File: config.mk
export PLATFORM = sky130hd
export DESIGN_NAME = spw_top
export DESIGN_NICKNAME = d
export VERILOG_FILES = /design/src/pkg/spw_pkg.sv /design/src/pkg/spw_core_if.sv /design/src/spw_delay_timer.sv /design/src/spw_sync_edge.sv /design/src/spw_top.sv
export SDC_FILE = /design/constraint.sdc
export NUM_CORES = 1
export LEC_CHECK = 0
export ABC_CLOCK_PERIOD_IN_PS = 2200
export BUFFER_PORTS_ARGS = -buffer_cell sky130_fd_sc_hd__buf_2
export CORE_MARGIN = 1.5
export CORE_UTILIZATION = 49
export CTS_BUF_LIST = sky130_fd_sc_hd__clkbuf_4 sky130_fd_sc_hd__clkbuf_8 sky130_fd_sc_hd__clkbuf_16
export DETAILED_ROUTE_END_ITERATION = 16
export GPL_ROUTABILITY_DRIVEN = 0
export GPL_TIMING_DRIVEN = 0
export PLACE_DENSITY = 0.74
export SYNTH_ARGS = -nofsm -noshare
export SYNTH_HDL_FRONTEND = slang
export SYNTH_SLANG_ARGS = --single-unit
File: constraint.sdc
create_clock -name clk_i -period 2.2 [get_ports clk_i]
set_input_delay 0.22 -clock clk_i [delete_from_list [all_inputs] [get_ports clk_i]]
set_output_delay 0.22 -clock clk_i [all_outputs]
set_load 0.05 [all_outputs]
File: src/pkg/spw_pkg.sv
// Package with constants of the soft power wake and delay block
// ======================================================================
// Overview of operation
// Status bits read 1 after their event, 0 since last cleared.
// Bit 0 latches a falling edge on UART A receive data; read clears.
// Bit 1 latches a falling edge on UART B receive data; read clears.
// Bit 3 latches ring input; if enabled it also activates power-on.
// Bit 2 latches button press; read clears; latch never feeds power-down.
// Power-off delay is programmable from 500 ms up to 32 s.
// After reset the power-off delay is 500 ms.
// Delay starts on button press only with power-off and delay enabled.
// Delay field is bits 5:0; delay equals (code plus one) times 500 ms.
// Delay lasts at least nominal time, at most 10 ms longer.
// Per-source wake enables gate UART A, UART B and ring wake.
// Button power-off enable defaults to 1 and is software writable.
// An event in the same cycle as a status read stays latched.
package spw_pkg;

    // ==================================================================
    // Register map, word index; byte address is four times the index
    localparam int          SPW_ADR_W      = 10;
    localparam logic [7:0]  SPW_IDX_ENABLE = 8'hB1;
    localparam logic [7:0]  SPW_IDX_STATUS = 8'hB3;
    localparam logic [7:0]  SPW_IDX_DELAY  = 8'hB8;
    localparam logic [7:0]  SPW_IDX_CTRL   = 8'hB9;

    // ==================================================================
    // Field positions; event index equals status bit position
    localparam int          SPW_N_EVT      = 4;
    localparam int          SPW_EVT_UART_A = 0;
    localparam int          SPW_EVT_UART_B = 1;
    localparam int          SPW_EVT_BUTTON = 2;
    localparam int          SPW_EVT_RING   = 3;
    localparam int          SPW_EN_UART_A  = 0;
    localparam int          SPW_EN_UART_B  = 1;
    localparam int          SPW_EN_RING    = 3;
    localparam int          SPW_EN_OFF     = 7;
    localparam int          SPW_CTRL_SEL   = 0;
    localparam int          SPW_CTRL_BUSY  = 1;
    localparam int          SPW_CTRL_PWR   = 2;
    localparam int          SPW_DELAY_W    = 6;

    // ==================================================================
    // Reset values
    localparam logic [7:0]  SPW_ENABLE_RST = 8'h80;
    localparam logic [3:0]  SPW_STATUS_RST = 4'h0;
    localparam logic [5:0]  SPW_DELAY_RST  = 6'h00;
    localparam logic        SPW_CTRL_RST   = 1'b0;

    // ==================================================================
    // Timing
    localparam int          SPW_CLK_MHZ    = 250;
    localparam int          SPW_STEP_MS    = 500;
    localparam int          SPW_SLACK_MS   = 10;
    localparam int unsigned SPW_STEP_CYCLES =
        SPW_STEP_MS * SPW_CLK_MHZ * 1000;
    localparam int          SPW_TICK_W     = 32;

endpackage

File: src/pkg/spw_core_if.sv
// Interface carrying events and timer handshake between block modules
`timescale 1ns/1ps
interface spw_core_if;
    import spw_pkg::*;
    logic [SPW_N_EVT-1:0]   evt_fall;
    logic                   tmr_start;
    logic [SPW_DELAY_W-1:0] tmr_code;
    logic                   tmr_busy;
    logic                   tmr_done;

    modport edge_src (output evt_fall);
    modport core     (input evt_fall, output tmr_start, output tmr_code,
                      input tmr_busy, input tmr_done);
    modport timer    (input tmr_start, input tmr_code,
                      output tmr_busy, output tmr_done);
endinterface

File: src/spw_delay_timer.sv
// Power-off delay timer counting 500 ms steps
`timescale 1ns/1ps
module spw_delay_timer #(
    parameter int unsigned STEP_CYCLES = spw_pkg::SPW_STEP_CYCLES
) (
    input  wire logic    clk_i,
    input  wire logic    rst_i,
    spw_core_if.timer    t
);
    import spw_pkg::*;

    // Exact nominal length, well inside the allowed slack
    localparam logic [SPW_TICK_W-1:0] LAST = SPW_TICK_W'(STEP_CYCLES - 1);

    typedef struct packed {
        logic                   busy;
        logic                   done;
        logic [SPW_DELAY_W-1:0] code;
        logic [SPW_DELAY_W-1:0] step;
        logic [SPW_TICK_W-1:0]  cnt;
        logic [39:0]            elapsed;
    } spw_tmr_s;

    spw_tmr_s cur;
    spw_tmr_s next_cur;

    // ==================================================================
    // Code is captured at start; later writes affect only the next delay
    always_comb begin
        next_cur      = cur;
        next_cur.done = 1'b0;
        if (!cur.busy) begin
            if (t.tmr_start) begin
                next_cur.busy    = 1'b1;
                next_cur.code    = t.tmr_code;
                next_cur.step    = '0;
                next_cur.cnt     = '0;
                next_cur.elapsed = '0;
            end
        end else begin
            next_cur.elapsed = 40'(cur.elapsed + 40'd1);
            if (cur.cnt == LAST) begin
                next_cur.cnt = '0;
                if (cur.step == cur.code) begin
                    next_cur.busy = 1'b0;
                    next_cur.done = 1'b1;
                end else begin
                    next_cur.step = SPW_DELAY_W'(cur.step + 1'b1);
                end
            end else begin
                next_cur.cnt = SPW_TICK_W'(cur.cnt + 1'b1);
            end
        end
    end

    always_ff @(posedge clk_i) begin
        if (rst_i) begin
            cur <= '0;
        end else begin
            cur <= next_cur;
        end
    end

    assign t.tmr_busy = cur.busy;
    assign t.tmr_done = cur.done;

    // ==================================================================
    // Checks
    expire_time_a: assert property (@(posedge clk_i) disable iff (rst_i)
        $rose(cur.done) |-> cur.elapsed ==
            40'(({34'h0, cur.code} + 40'h1) * 40'(STEP_CYCLES)))
        else $error("delay length differs from code times step");
    busy_hold_a: assert property (@(posedge clk_i) disable iff (rst_i)
        cur.busy && !cur.done |=> cur.busy || cur.done)
        else $error("timer left busy without done");
endmodule

File: src/spw_sync_edge.sv
// Pin synchronisers with falling edge detection
`timescale 1ns/1ps
module spw_sync_edge #(
    parameter int N = spw_pkg::SPW_N_EVT
) (
    input  wire logic         clk_i,
    input  wire logic         rst_i,
    input  wire logic [N-1:0] pin_i,
    spw_core_if.edge_src      ev
);
    import spw_pkg::*;

    typedef struct packed {
        logic [N-1:0] meta;
        logic [N-1:0] sync;
        logic [N-1:0] last;
        logic [N-1:0] fall;
    } spw_sync_s;

    spw_sync_s cur;
    spw_sync_s next_cur;

    // ==================================================================
    // Idle level is high, so reset to ones to avoid a false edge
    always_comb begin
        next_cur      = cur;
        next_cur.meta = pin_i;
        next_cur.sync = cur.meta;
        next_cur.last = cur.sync;
        next_cur.fall = cur.last & ~cur.sync;
    end

    always_ff @(posedge clk_i) begin
        if (rst_i) begin
            cur <= '{meta: '1, sync: '1, last: '1, fall: '0};
        end else begin
            cur <= next_cur;
        end
    end

    assign ev.evt_fall = cur.fall;
endmodule

File: src/spw_top.sv
// Soft power wake status, wake enables and power-off delay with Wishbone
`timescale 1ns/1ps
module spw_top #(
    parameter int unsigned STEP_CYCLES = spw_pkg::SPW_STEP_CYCLES
) (
    input  wire logic                         clk_i,
    input  wire logic                         rst_i,
    input  wire logic                         wb_cyc_i,
    input  wire logic                         wb_stb_i,
    input  wire logic                         wb_we_i,
    input  wire logic [spw_pkg::SPW_ADR_W-1:0] wb_adr_i,
    input  wire logic [3:0]                   wb_sel_i,
    input  wire logic [31:0]                  wb_dat_i,
    output wire logic [31:0]                  wb_dat_o,
    output wire logic                         wb_ack_o,
    input  wire logic                         uart_a_rxd_i,
    input  wire logic                         uart_b_rxd_i,
    input  wire logic                         power_button_n_i,
    input  wire logic                         ring_indicator_pin_n_i,
    output wire logic                         power_on_request_n_o
);
    import spw_pkg::*;

    // ==================================================================
    // State
    typedef struct packed {
        logic                   ack;
        logic [7:0]             dat;
        logic [SPW_N_EVT-1:0]   status;
        logic                   uart_a_rx_wake_enable;
        logic                   uart_b_rx_wake_enable;
        logic                   ring_wake_enable;
        logic                   off_enable;
        logic [SPW_DELAY_W-1:0] delay;
        logic                   poweroff_delay_select;
        logic                   power_on;
    } spw_top_s;

    spw_top_s cur;
    spw_top_s next_cur;

    spw_core_if c ();

    // ==================================================================
    // Submodules
    spw_sync_edge #(
        .N (SPW_N_EVT)
    ) u_sync (
        .clk_i (clk_i),
        .rst_i (rst_i),
        .pin_i ({ring_indicator_pin_n_i, power_button_n_i,
                 uart_b_rxd_i, uart_a_rxd_i}),
        .ev    (c.edge_src)
    );

    spw_delay_timer #(
        .STEP_CYCLES (STEP_CYCLES)
    ) u_timer (
        .clk_i (clk_i),
        .rst_i (rst_i),
        .t     (c.timer)
    );

    // ==================================================================
    // Register read decode
    function automatic logic [7:0] reg_read(input logic [7:0] idx,
                                            input spw_top_s s);
        logic [7:0] v;
        v = 8'h00;
        case (idx)
            SPW_IDX_ENABLE: begin
                v[SPW_EN_UART_A] = s.uart_a_rx_wake_enable;
                v[SPW_EN_UART_B] = s.uart_b_rx_wake_enable;
                v[SPW_EN_RING]   = s.ring_wake_enable;
                v[SPW_EN_OFF]    = s.off_enable;
            end
            SPW_IDX_STATUS: begin
                v[SPW_N_EVT-1:0] = s.status;
            end
            SPW_IDX_DELAY: begin
                v[SPW_DELAY_W-1:0] = s.delay;
            end
            SPW_IDX_CTRL: begin
                v[SPW_CTRL_SEL] = s.poweroff_delay_select;
                v[SPW_CTRL_PWR] = s.power_on;
            end
            default: begin
                v = 8'h00;
            end
        endcase
        return v;
    endfunction

    logic       req;
    logic       wr;
    logic       rd_stat;
    logic [7:0] idx;
    logic       wake;

    assign idx     = wb_adr_i[SPW_ADR_W-1:2];
    assign req     = wb_cyc_i & wb_stb_i & ~cur.ack;
    assign wr      = req & wb_we_i & wb_sel_i[0];
    assign rd_stat = req & ~wb_we_i & (idx == SPW_IDX_STATUS);

    // Button wakes only a system that is off; on one that is on it can only start the delay
    assign wake =
        (c.evt_fall[SPW_EVT_UART_A] & cur.uart_a_rx_wake_enable) |
        (c.evt_fall[SPW_EVT_UART_B] & cur.uart_b_rx_wake_enable) |
        (c.evt_fall[SPW_EVT_RING]   & cur.ring_wake_enable)      |
        (c.evt_fall[SPW_EVT_BUTTON] & ~cur.power_on);

    // Busy timer ignores further presses, so a second press cannot extend
    assign c.tmr_start = c.evt_fall[SPW_EVT_BUTTON] & cur.power_on &
                         cur.off_enable & cur.poweroff_delay_select;
    assign c.tmr_code  = cur.delay;

    // ==================================================================
    // Next state
    always_comb begin
        next_cur     = cur;
        next_cur.ack = req;
        if (req) begin
            next_cur.dat = wb_we_i ? 8'h00 : reg_read(idx, cur);
        end
        // Set after clear so a same-cycle event survives the read
        next_cur.status = cur.status & ~{SPW_N_EVT{rd_stat}};
        next_cur.status = next_cur.status | c.evt_fall;
        if (wr) begin
            case (idx)
                SPW_IDX_ENABLE: begin
                    next_cur.uart_a_rx_wake_enable =
                        wb_dat_i[SPW_EN_UART_A];
                    next_cur.uart_b_rx_wake_enable =
                        wb_dat_i[SPW_EN_UART_B];
                    next_cur.ring_wake_enable = wb_dat_i[SPW_EN_RING];
                    next_cur.off_enable = wb_dat_i[SPW_EN_OFF];
                end
                SPW_IDX_DELAY: begin
                    next_cur.delay = wb_dat_i[SPW_DELAY_W-1:0];
                end
                SPW_IDX_CTRL: begin
                    next_cur.poweroff_delay_select = wb_dat_i[SPW_CTRL_SEL];
                end
                default: begin
                    next_cur.delay = cur.delay;
                end
            endcase
        end
        // Wake wins over an expiring delay in the same cycle
        if (c.tmr_done) begin
            next_cur.power_on = 1'b0;
        end
        if (wake) begin
            next_cur.power_on = 1'b1;
        end
    end

    always_ff @(posedge clk_i) begin
        if (rst_i) begin
            cur.ack                   <= 1'b0;
            cur.dat                   <= 8'h00;
            cur.status                <= SPW_STATUS_RST;
            cur.uart_a_rx_wake_enable <= SPW_ENABLE_RST[SPW_EN_UART_A];
            cur.uart_b_rx_wake_enable <= SPW_ENABLE_RST[SPW_EN_UART_B];
            cur.ring_wake_enable      <= SPW_ENABLE_RST[SPW_EN_RING];
            cur.off_enable            <= SPW_ENABLE_RST[SPW_EN_OFF];
            cur.delay                 <= SPW_DELAY_RST;
            cur.poweroff_delay_select <= SPW_CTRL_RST;
            cur.power_on              <= 1'b0;
        end else begin
            cur <= next_cur;
        end
    end

    // ==================================================================
    // Outputs; busy is read live so software sees the running delay
    assign wb_ack_o = cur.ack;
    assign wb_dat_o = {24'h000000, cur.dat[7:SPW_CTRL_BUSY+1],
                       cur.dat[SPW_CTRL_BUSY] |
                       (cur.ack & (idx == SPW_IDX_CTRL) & c.tmr_busy),
                       cur.dat[SPW_CTRL_BUSY-1:0]};
    assign power_on_request_n_o = ~cur.power_on;

    // ==================================================================
    // Checks
    uart_a_latch_a: assert property (@(posedge clk_i) disable iff (rst_i)
        c.evt_fall[SPW_EVT_UART_A] |=> cur.status[SPW_EVT_UART_A])
        else $error("UART A edge not latched");
    uart_b_latch_a: assert property (@(posedge clk_i) disable iff (rst_i)
        c.evt_fall[SPW_EVT_UART_B] |=> cur.status[SPW_EVT_UART_B])
        else $error("UART B edge not latched");
    button_latch_a: assert property (@(posedge clk_i) disable iff (rst_i)
        c.evt_fall[SPW_EVT_BUTTON] |=> cur.status[SPW_EVT_BUTTON])
        else $error("button press not latched");
    ring_wake_a: assert property (@(posedge clk_i) disable iff (rst_i)
        c.evt_fall[SPW_EVT_RING] && cur.ring_wake_enable
        |=> cur.status[SPW_EVT_RING] && !power_on_request_n_o)
        else $error("ring event did not latch and wake");
    read_clear_a: assert property (@(posedge clk_i) disable iff (rst_i)
        rd_stat && c.evt_fall == '0 |=> cur.status == '0 ##1
        wb_dat_o[SPW_N_EVT-1:0] == $past(cur.status, 2))
        else $error("status read did not clear or return old value");
    set_wins_a: assert property (@(posedge clk_i) disable iff (rst_i)
        rd_stat && c.evt_fall[SPW_EVT_UART_A]
        |=> cur.status[SPW_EVT_UART_A])
        else $error("event lost during status read");
    wake_gate_a: assert property (@(posedge clk_i) disable iff (rst_i)
        !cur.power_on && !cur.uart_a_rx_wake_enable && !c.tmr_done &&
        c.evt_fall == (4'h1 << SPW_EVT_UART_A)
        |=> power_on_request_n_o)
        else $error("disabled UART A event woke the system");
    reset_value_a: assert property (@(posedge clk_i)
        $fell(rst_i) |-> cur.delay == SPW_DELAY_RST &&
        cur.off_enable)
        else $error("delay or power-off enable wrong after reset");
    delay_start_a: assert property (@(posedge clk_i) disable iff (rst_i)
        c.evt_fall[SPW_EVT_BUTTON] && cur.power_on && cur.off_enable &&
        cur.poweroff_delay_select && !c.tmr_busy |=> c.tmr_busy)
        else $error("power-off delay did not start");
    off_disabled_a: assert property (@(posedge clk_i) disable iff (rst_i)
        !cur.off_enable && !c.tmr_busy |=> !c.tmr_busy)
        else $error("delay started with power-off disabled");
    delay_write_a: assert property (@(posedge clk_i) disable iff (rst_i)
        wr && idx == SPW_IDX_DELAY
        |=> cur.delay == $past(wb_dat_i[SPW_DELAY_W-1:0]))
        else $error("delay field not written");
    expiry_off_a: assert property (@(posedge clk_i) disable iff (rst_i)
        c.tmr_done && !wake |=> power_on_request_n_o)
        else $error("delay expiry did not power off");
endmodule

## After elaboration in Yosys (flattened, before gate mapping)

Cells that the tools add are included.

| storage, ports and cells | value |
|---|---|
| flip-flop bits (word level) | 127 |
| ROM bits | 0 |
| latch bits | 0 |
| bits in writable memories | 0 |
| logic and storage cells | 86 |
| memories | 0 |
| input bits | 55 |
| output and inout bits | 34 |

| cells by class | value |
|---|---|
| shift operators | 0 |
| multiply operators | 0 |
| bitwise gates (word level) | 29 |
| add/subtract/negate cells | 3 |
| muxes and demuxes | 18 |
| order comparisons | 0 |
| equal/unequal tests | 8 |
| reduce and logical (&&, ||, !) cells | 8 |
| div/mod/pow operators | 0 |

Operators with widths:

| operator | number |
|---|---|
| 78-bit 2-to-1 mux | 2 |
| 40-bit by 1-bit adder with 40-bit output (second input constant) | 1 |
| 32-bit by 1-bit adder with 32-bit output (second input constant) | 1 |
| 32-bit by 27-bit equality test with 1-bit output (second input constant) | 1 |
| 8-bit equality test (second input constant) | 4 |
| 32-bit 2-to-1 mux | 1 |
| 1-bit AND | 15 |
| 6-bit 2-to-1 mux | 2 |
| 1-bit case mux with 3 select lines | 3 |
| 4-bit AND | 2 |
| 8-bit 2-to-1 mux | 1 |
| 4-bit NOT | 2 |
| 2-bit AND reduction | 4 |
| 6-bit by 1-bit adder with 6-bit output (second input constant) | 1 |
| 6-bit equality test | 1 |
| 2-bit 2-to-1 mux | 3 |
| 1-bit 2-to-1 mux | 5 |
| 1-bit NOT | 5 |
| 2-bit inequality test (second input constant) | 2 |
| 1-bit bitwise OR | 4 |
| 4-bit bitwise OR | 1 |
| 1-bit case mux with 4 select lines | 1 |
| 2-bit nonzero test | 2 |
| 3-bit AND reduction | 1 |
| 3-bit OR reduction | 1 |

## Depth between registers and ports, before layout

| depth | value |
|---|---|
| depth in word-level cells | 7 |
| gate-level depth with buffers | 8 |
| mapped depth without buffers | 7 |

## By module

Synthesis repeated with hierarchy kept, for this count alone.

| second synthesis, totals | value |
|---|---|
| cells, all modules | 489 |
| area total of the unflattened synthesis | 4,221.5 um2 |

Modules (own cells, without submodules):

| module | cells each | area each (um2) | sequential area each (um2) | instances |
|---|---|---|---|---|
| spw_delay_timer | 303 | 2,413.6 | 920.9 | 1 |
| spw_top | 149 | 1,336.3 | 480.5 | 1 |
| spw_sync_edge | 37 | 471.7 | 320.3 | 1 |

## Worst setup path before layout

No wires, ideal clock.

| timing | value |
|---|---|
| path type | flip-flop to output port |
| from | reg u_timer.cur, in the netlist u_timer.t.tmr_busy |
| to | out wb_dat_o[1] |
| data required time | 1.980 ns |
| path slack | -0.026 ns |
| cell stages (with the launch flop) | 5 |
| buffers on the path | 2 |
| arrival time | 2.006 ns |
| path through | dfxtp_1 -> clkbuf_1 -> clkbuf_1 -> nand2_1 -> o31ai_1 |

| between the ends | value |
|---|---|
| word-level cells in the longest chain between the ends | 2 |

RTL lines:

| item | RTL line | source |
|---|---|---|
| from (decl) | spw_delay_timer.sv:24 | `spw_tmr_s cur;` |
| from (signal assigned) | spw_delay_timer.sv:60 | `cur <= next_cur;` |
| 1-bit AND | spw_top.sv:180 | `(cur.ack & (idx == SPW_IDX_CTRL) & c.tmr_busy),` |
| 1-bit bitwise OR | spw_top.sv:179 | `cur.dat[SPW_CTRL_BUSY] \|` |
| to (decl) | spw_top.sv:14 | `output wire logic [31:0] wb_dat_o,` |

Every way passes these cells.

## Worst setup path in the final report

| timing | value |
|---|---|
| from | reg u_timer.cur[49] in the netlist's numbering |
| to | reg u_timer.cur[60] in the netlist's numbering |

| between the ends | value |
|---|---|
| word-level cells in the longest chain between the ends | 3 |
| elaborated cells on any way between the ends | 4 |
| those cells by class | add/sub: 1; eq/ne: 1; mux: 2 |

RTL lines:

| item | RTL line | source |
|---|---|---|
| 32-bit by 1-bit adder with 32-bit output or 32-bit by 27-bit equality test with 1-bit output (tied branches) | spw_delay_timer.sv:51, spw_delay_timer.sv:42 |  |
| 32-bit 2-to-1 mux * | spw_delay_timer.sv:42 | `if (cur.cnt == LAST) begin` |
| 78-bit 2-to-1 mux * | spw_delay_timer.sv:32 | `if (!cur.busy) begin` |

Mark *: on every way between the ends. The rest lies on a longest branch, timed or not.
A chain may end at the register's enable or synchronous reset.

==> flow_metrics.py <==
metrics = {
    "cts": {
        "clk_path_buf_depth": 2,
        "numCtsBuffers": 9,
        "path_clk_slew_ns": 0.09,
        "cts_sinks": 86,
        "root_buffer": "clkbuf_8",
        "clock_latency_ns": 0.37,
        "hold_buffers": 0,
        "cts_tree": "yes",
        "cts_max_level": 3,
    },
    "sta": {
        "rsz0062_at_grt": "no",
        "maxSlewHeadroom": 0.364,
        "min_period_over_period": 0.952,
        "final.setup.tns_ns": 0,
        "fin_crit_ns": 2.09,
        "setup_viol": 0,
        "worst_pin_slew_ns": 0.946,
        "skew_ns": 0.0119,
        "fmax_mhz": 477,
        "hold_viol": 0,
        "slew_violations": 0,
    },
    "floorplan": {
        "die_area_mm2": 0.00892,
        "core_area_mm2": 0.00818,
        "pin_count": 89,
        "die_y_um": 94.4,
        "rows": 33,
        "die_w_um": 94.4,
        "start_util": 0.501,
    },
    "logic_synthesis": {
        "ys_ff_latch": 86,
        "synth_cell_types": 57,
        "yosysSeqAreaShare": 0.420,
        "synthArstFlopShare": 0,
        "avgSynthCellArea_um2": 8.34,
        "synthCells": 491,
        "yosysWarnings": 0,
        "synth-edff-count": 0,
        "synth_ff_type": "dfxtp_1",
        "syn_area_mm2": 0.00410,
    },
    "final_layout": {
        "synthToLayoutAreaGrowth_pct": 17.7,
        "drive_gt1_frac": 0.226,
        "multi_input_area_mm2": 0.00217,
        "fin_nets": 618,
        "ff_latch_area_mm2": 0.00173,
        "fillCellCount": 732,
        "diodes": 0,
        "final_core_util": 0.590,
    },
    "worst_setup_path": {
        "path_max_fanout": 7,
        "cp.arrival_ns": 2.37,
        "critPathLaunchType": "flop",
        "crit_type": "reg2reg",
        "worstPathRequired_ns": 2.47,
        "crit_path_end_kind": "flop",
    },
    "placed_design": {
        "dp_hpwl_mm": 6.75,
        "io_buffers": 32,
    },
    "detailed_routing": {
        "drc": 0,
        "wirelength_mm": 9.53,
        "drt_pre_antenna_iters": 7,
        "wl_per_cell_um": 14.2,
        "via_per_inst": 5.51,
        "ant_nets": 0,
        "drtIter0Drc": 225,
        "vias": 3699,
    },
    "pwr": {
        "p_seq_frac": 0.511,
        "ir_drop_v": 0.000576,
        "power.density_mw_per_mm2": 639,
        "power.share.clock": 0.415,
        "power.net_switching_uw": 794,
        "p_int_mw": 2.29,
        "switching_share": 0.257,
        "leakagePower_nw": 1.91,
        "combPwrFrac": 0.074,
    },
    "grt": {
        "grt_pass1_wl_mm": 15.5,
        "antenna_found_initial": 0,
        "grt_pass1_vias": 3357,
        "grt_max_degree": 17,
        "grt-ovfl-total": 0,
        "track_usage": 0.221,
    },
    "hold_path": {
        "hold_class": "in2reg",
    },
    "status": {
        "status": "complete, no violations",
    },
    "flow_run": {
        "cap_violations": 0,
    },
}
==> power by group through the flow <==
stage / combinational [mW] / clock, mW / sequential [mW]
2_1_floorplan: 0.179 / 0 / 1.61
3_3_place_gp: 0.223 / 0 / 1.61
3_5_place_dp: 0.225 / 0 / 1.61
4_1_cts: 0.226 / 1.29 / 1.58
5_1_grt: 0.245 / 1.35 / 1.58
6_report: 0.229 / 1.28 / 1.58
==> synthesized netlist by cell type, drive strengths merged, types with 8 or more instances <==
library cell  instances  area, um^2
dfxtp                86        1720
nor2                 54         208
nand2                50         190
buf                  36         263
a21oi                31         155
o21ai                31         155
nand3                21         105
inv                  15        56.3
nand4                15         106
clkbuf               14        52.6
nor4                 14         115
or2                  13        81.3
xnor2                13         114
mux2i                11         110
and3                  9        56.3
nor3                  8        40.0
==> registers in the layout (all words and copies together) (netlist names) <==
register            flops
u_sync.cur             12
u_timer.t.tmr_busy      1
u_timer.t.tmr_done      1
wb_dat_o                6
u_sync.ev.evt_fall      4
cur                    11
c.tmr_code              6
u_timer.cur            44
wb_ack_o                1
==> routing by layer <==
metal	vias up	routed length [um]	track usage
met4	0	218	0.104
met1	1712	4160	0.273
met3	22	652	0.0443
li1	1828	-	-
met5	-	0	0
met2	137	4490	0.369
==> final timing paths <==
kind	start	end	slack, ns	cells after the start
setup / recovery	u_timer.cur[49]	u_timer.cur[60]	0.11	6
hold / removal	uart_b_rxd_i	u_sync.cur[13]	0.02	2
setup reg to reg	u_timer.cur[49]	u_timer.cur[60]	0.11	6
hold reg to reg	u_sync.cur[5]	u_sync.ev.evt_fall[1]	0.41	2
==> stage by stage <==
step,cells,cell area [um^2],hold slack (ns),worst slack (ns),power [mW]
5_1_grt,671,4820,0.0209,0.00524,3.18
6_report,671,4820,0.0250,0.105,3.08
4_1_cts,668,4750,0.0181,0.0214,3.09
2_1_floorplan,515,4190,0.324,0.0527,1.79
3_3_place_gp,652,4480,0.392,-0.124,1.84
3_5_place_dp,652,4480,0.400,-0.157,1.84
==> critical path: stages, from the launching register on <==
cell and delay [ns]:
dfxtp_1 0.51, nand4_2 0.18, or4_4 0.61, or3_4 0.37, nor2_2 0.09, o21ai_1 0.06
a21o_1 0.18
==> logic make-up (layout without fill, tap and decap cells) <==
logic type / count (synthesis) / in the layout / share of synthesized area
XOR/XNOR: 19 / 19 / 0.0406
other: 1 / 25 / 0.000915
adder cells (fa/ha/maj): 2 / 2 / 0.00611
AO/OA/AOI/OAI: 97 / 97 / 0.144
flip-flops: 86 / 86 / 0.420
AND/OR/NAND/NOR: 210 / 210 / 0.270
buffers and inverters: 65 / 116 / 0.0907
multiplexers: 11 / 11 / 0.0269
==> layout make-up <==
| cell class | instances | share of cell area |
|---|---|---|
| Buffer | 49 | 0.0656 |
| Clock buffer | 9 | 0.0257 |
| Sequential cell | 86 | 0.358 |
| Tap cell | 105 | 0.0272 |
| Multi-Input combinational cell | 364 | 0.451 |
| Inverter | 15 | 0.0117 |
| Clock inverter | 7 | 0.0213 |
| Timing Repair Buffer | 36 | 0.0394 |
==> cells in the final DEF (no fill, tap or decap), drive strengths merged, types with 4 or more instances in the layout <==
cell    count
a31oi       6
and2        4
nor3        8
nand2      50
xnor2      13
or2        13
xor2        6
and3        9
nor2       54
dfxtp      86
or3         6
clkbuf     23
a21oi      31
inv        18
o31ai       6
nand3      21
o21ai      31
mux2i      11
nand4      15
nor4       14
conb       25
buf        71
==> repair_timing <==
item                       in CTS  in global routing
setup endpoints to repair      22                 30
pin swaps                       1                  4
gates resized for setup        10                 11
buffers inserted                1                  3
Power figures use the tool's default switching activity.
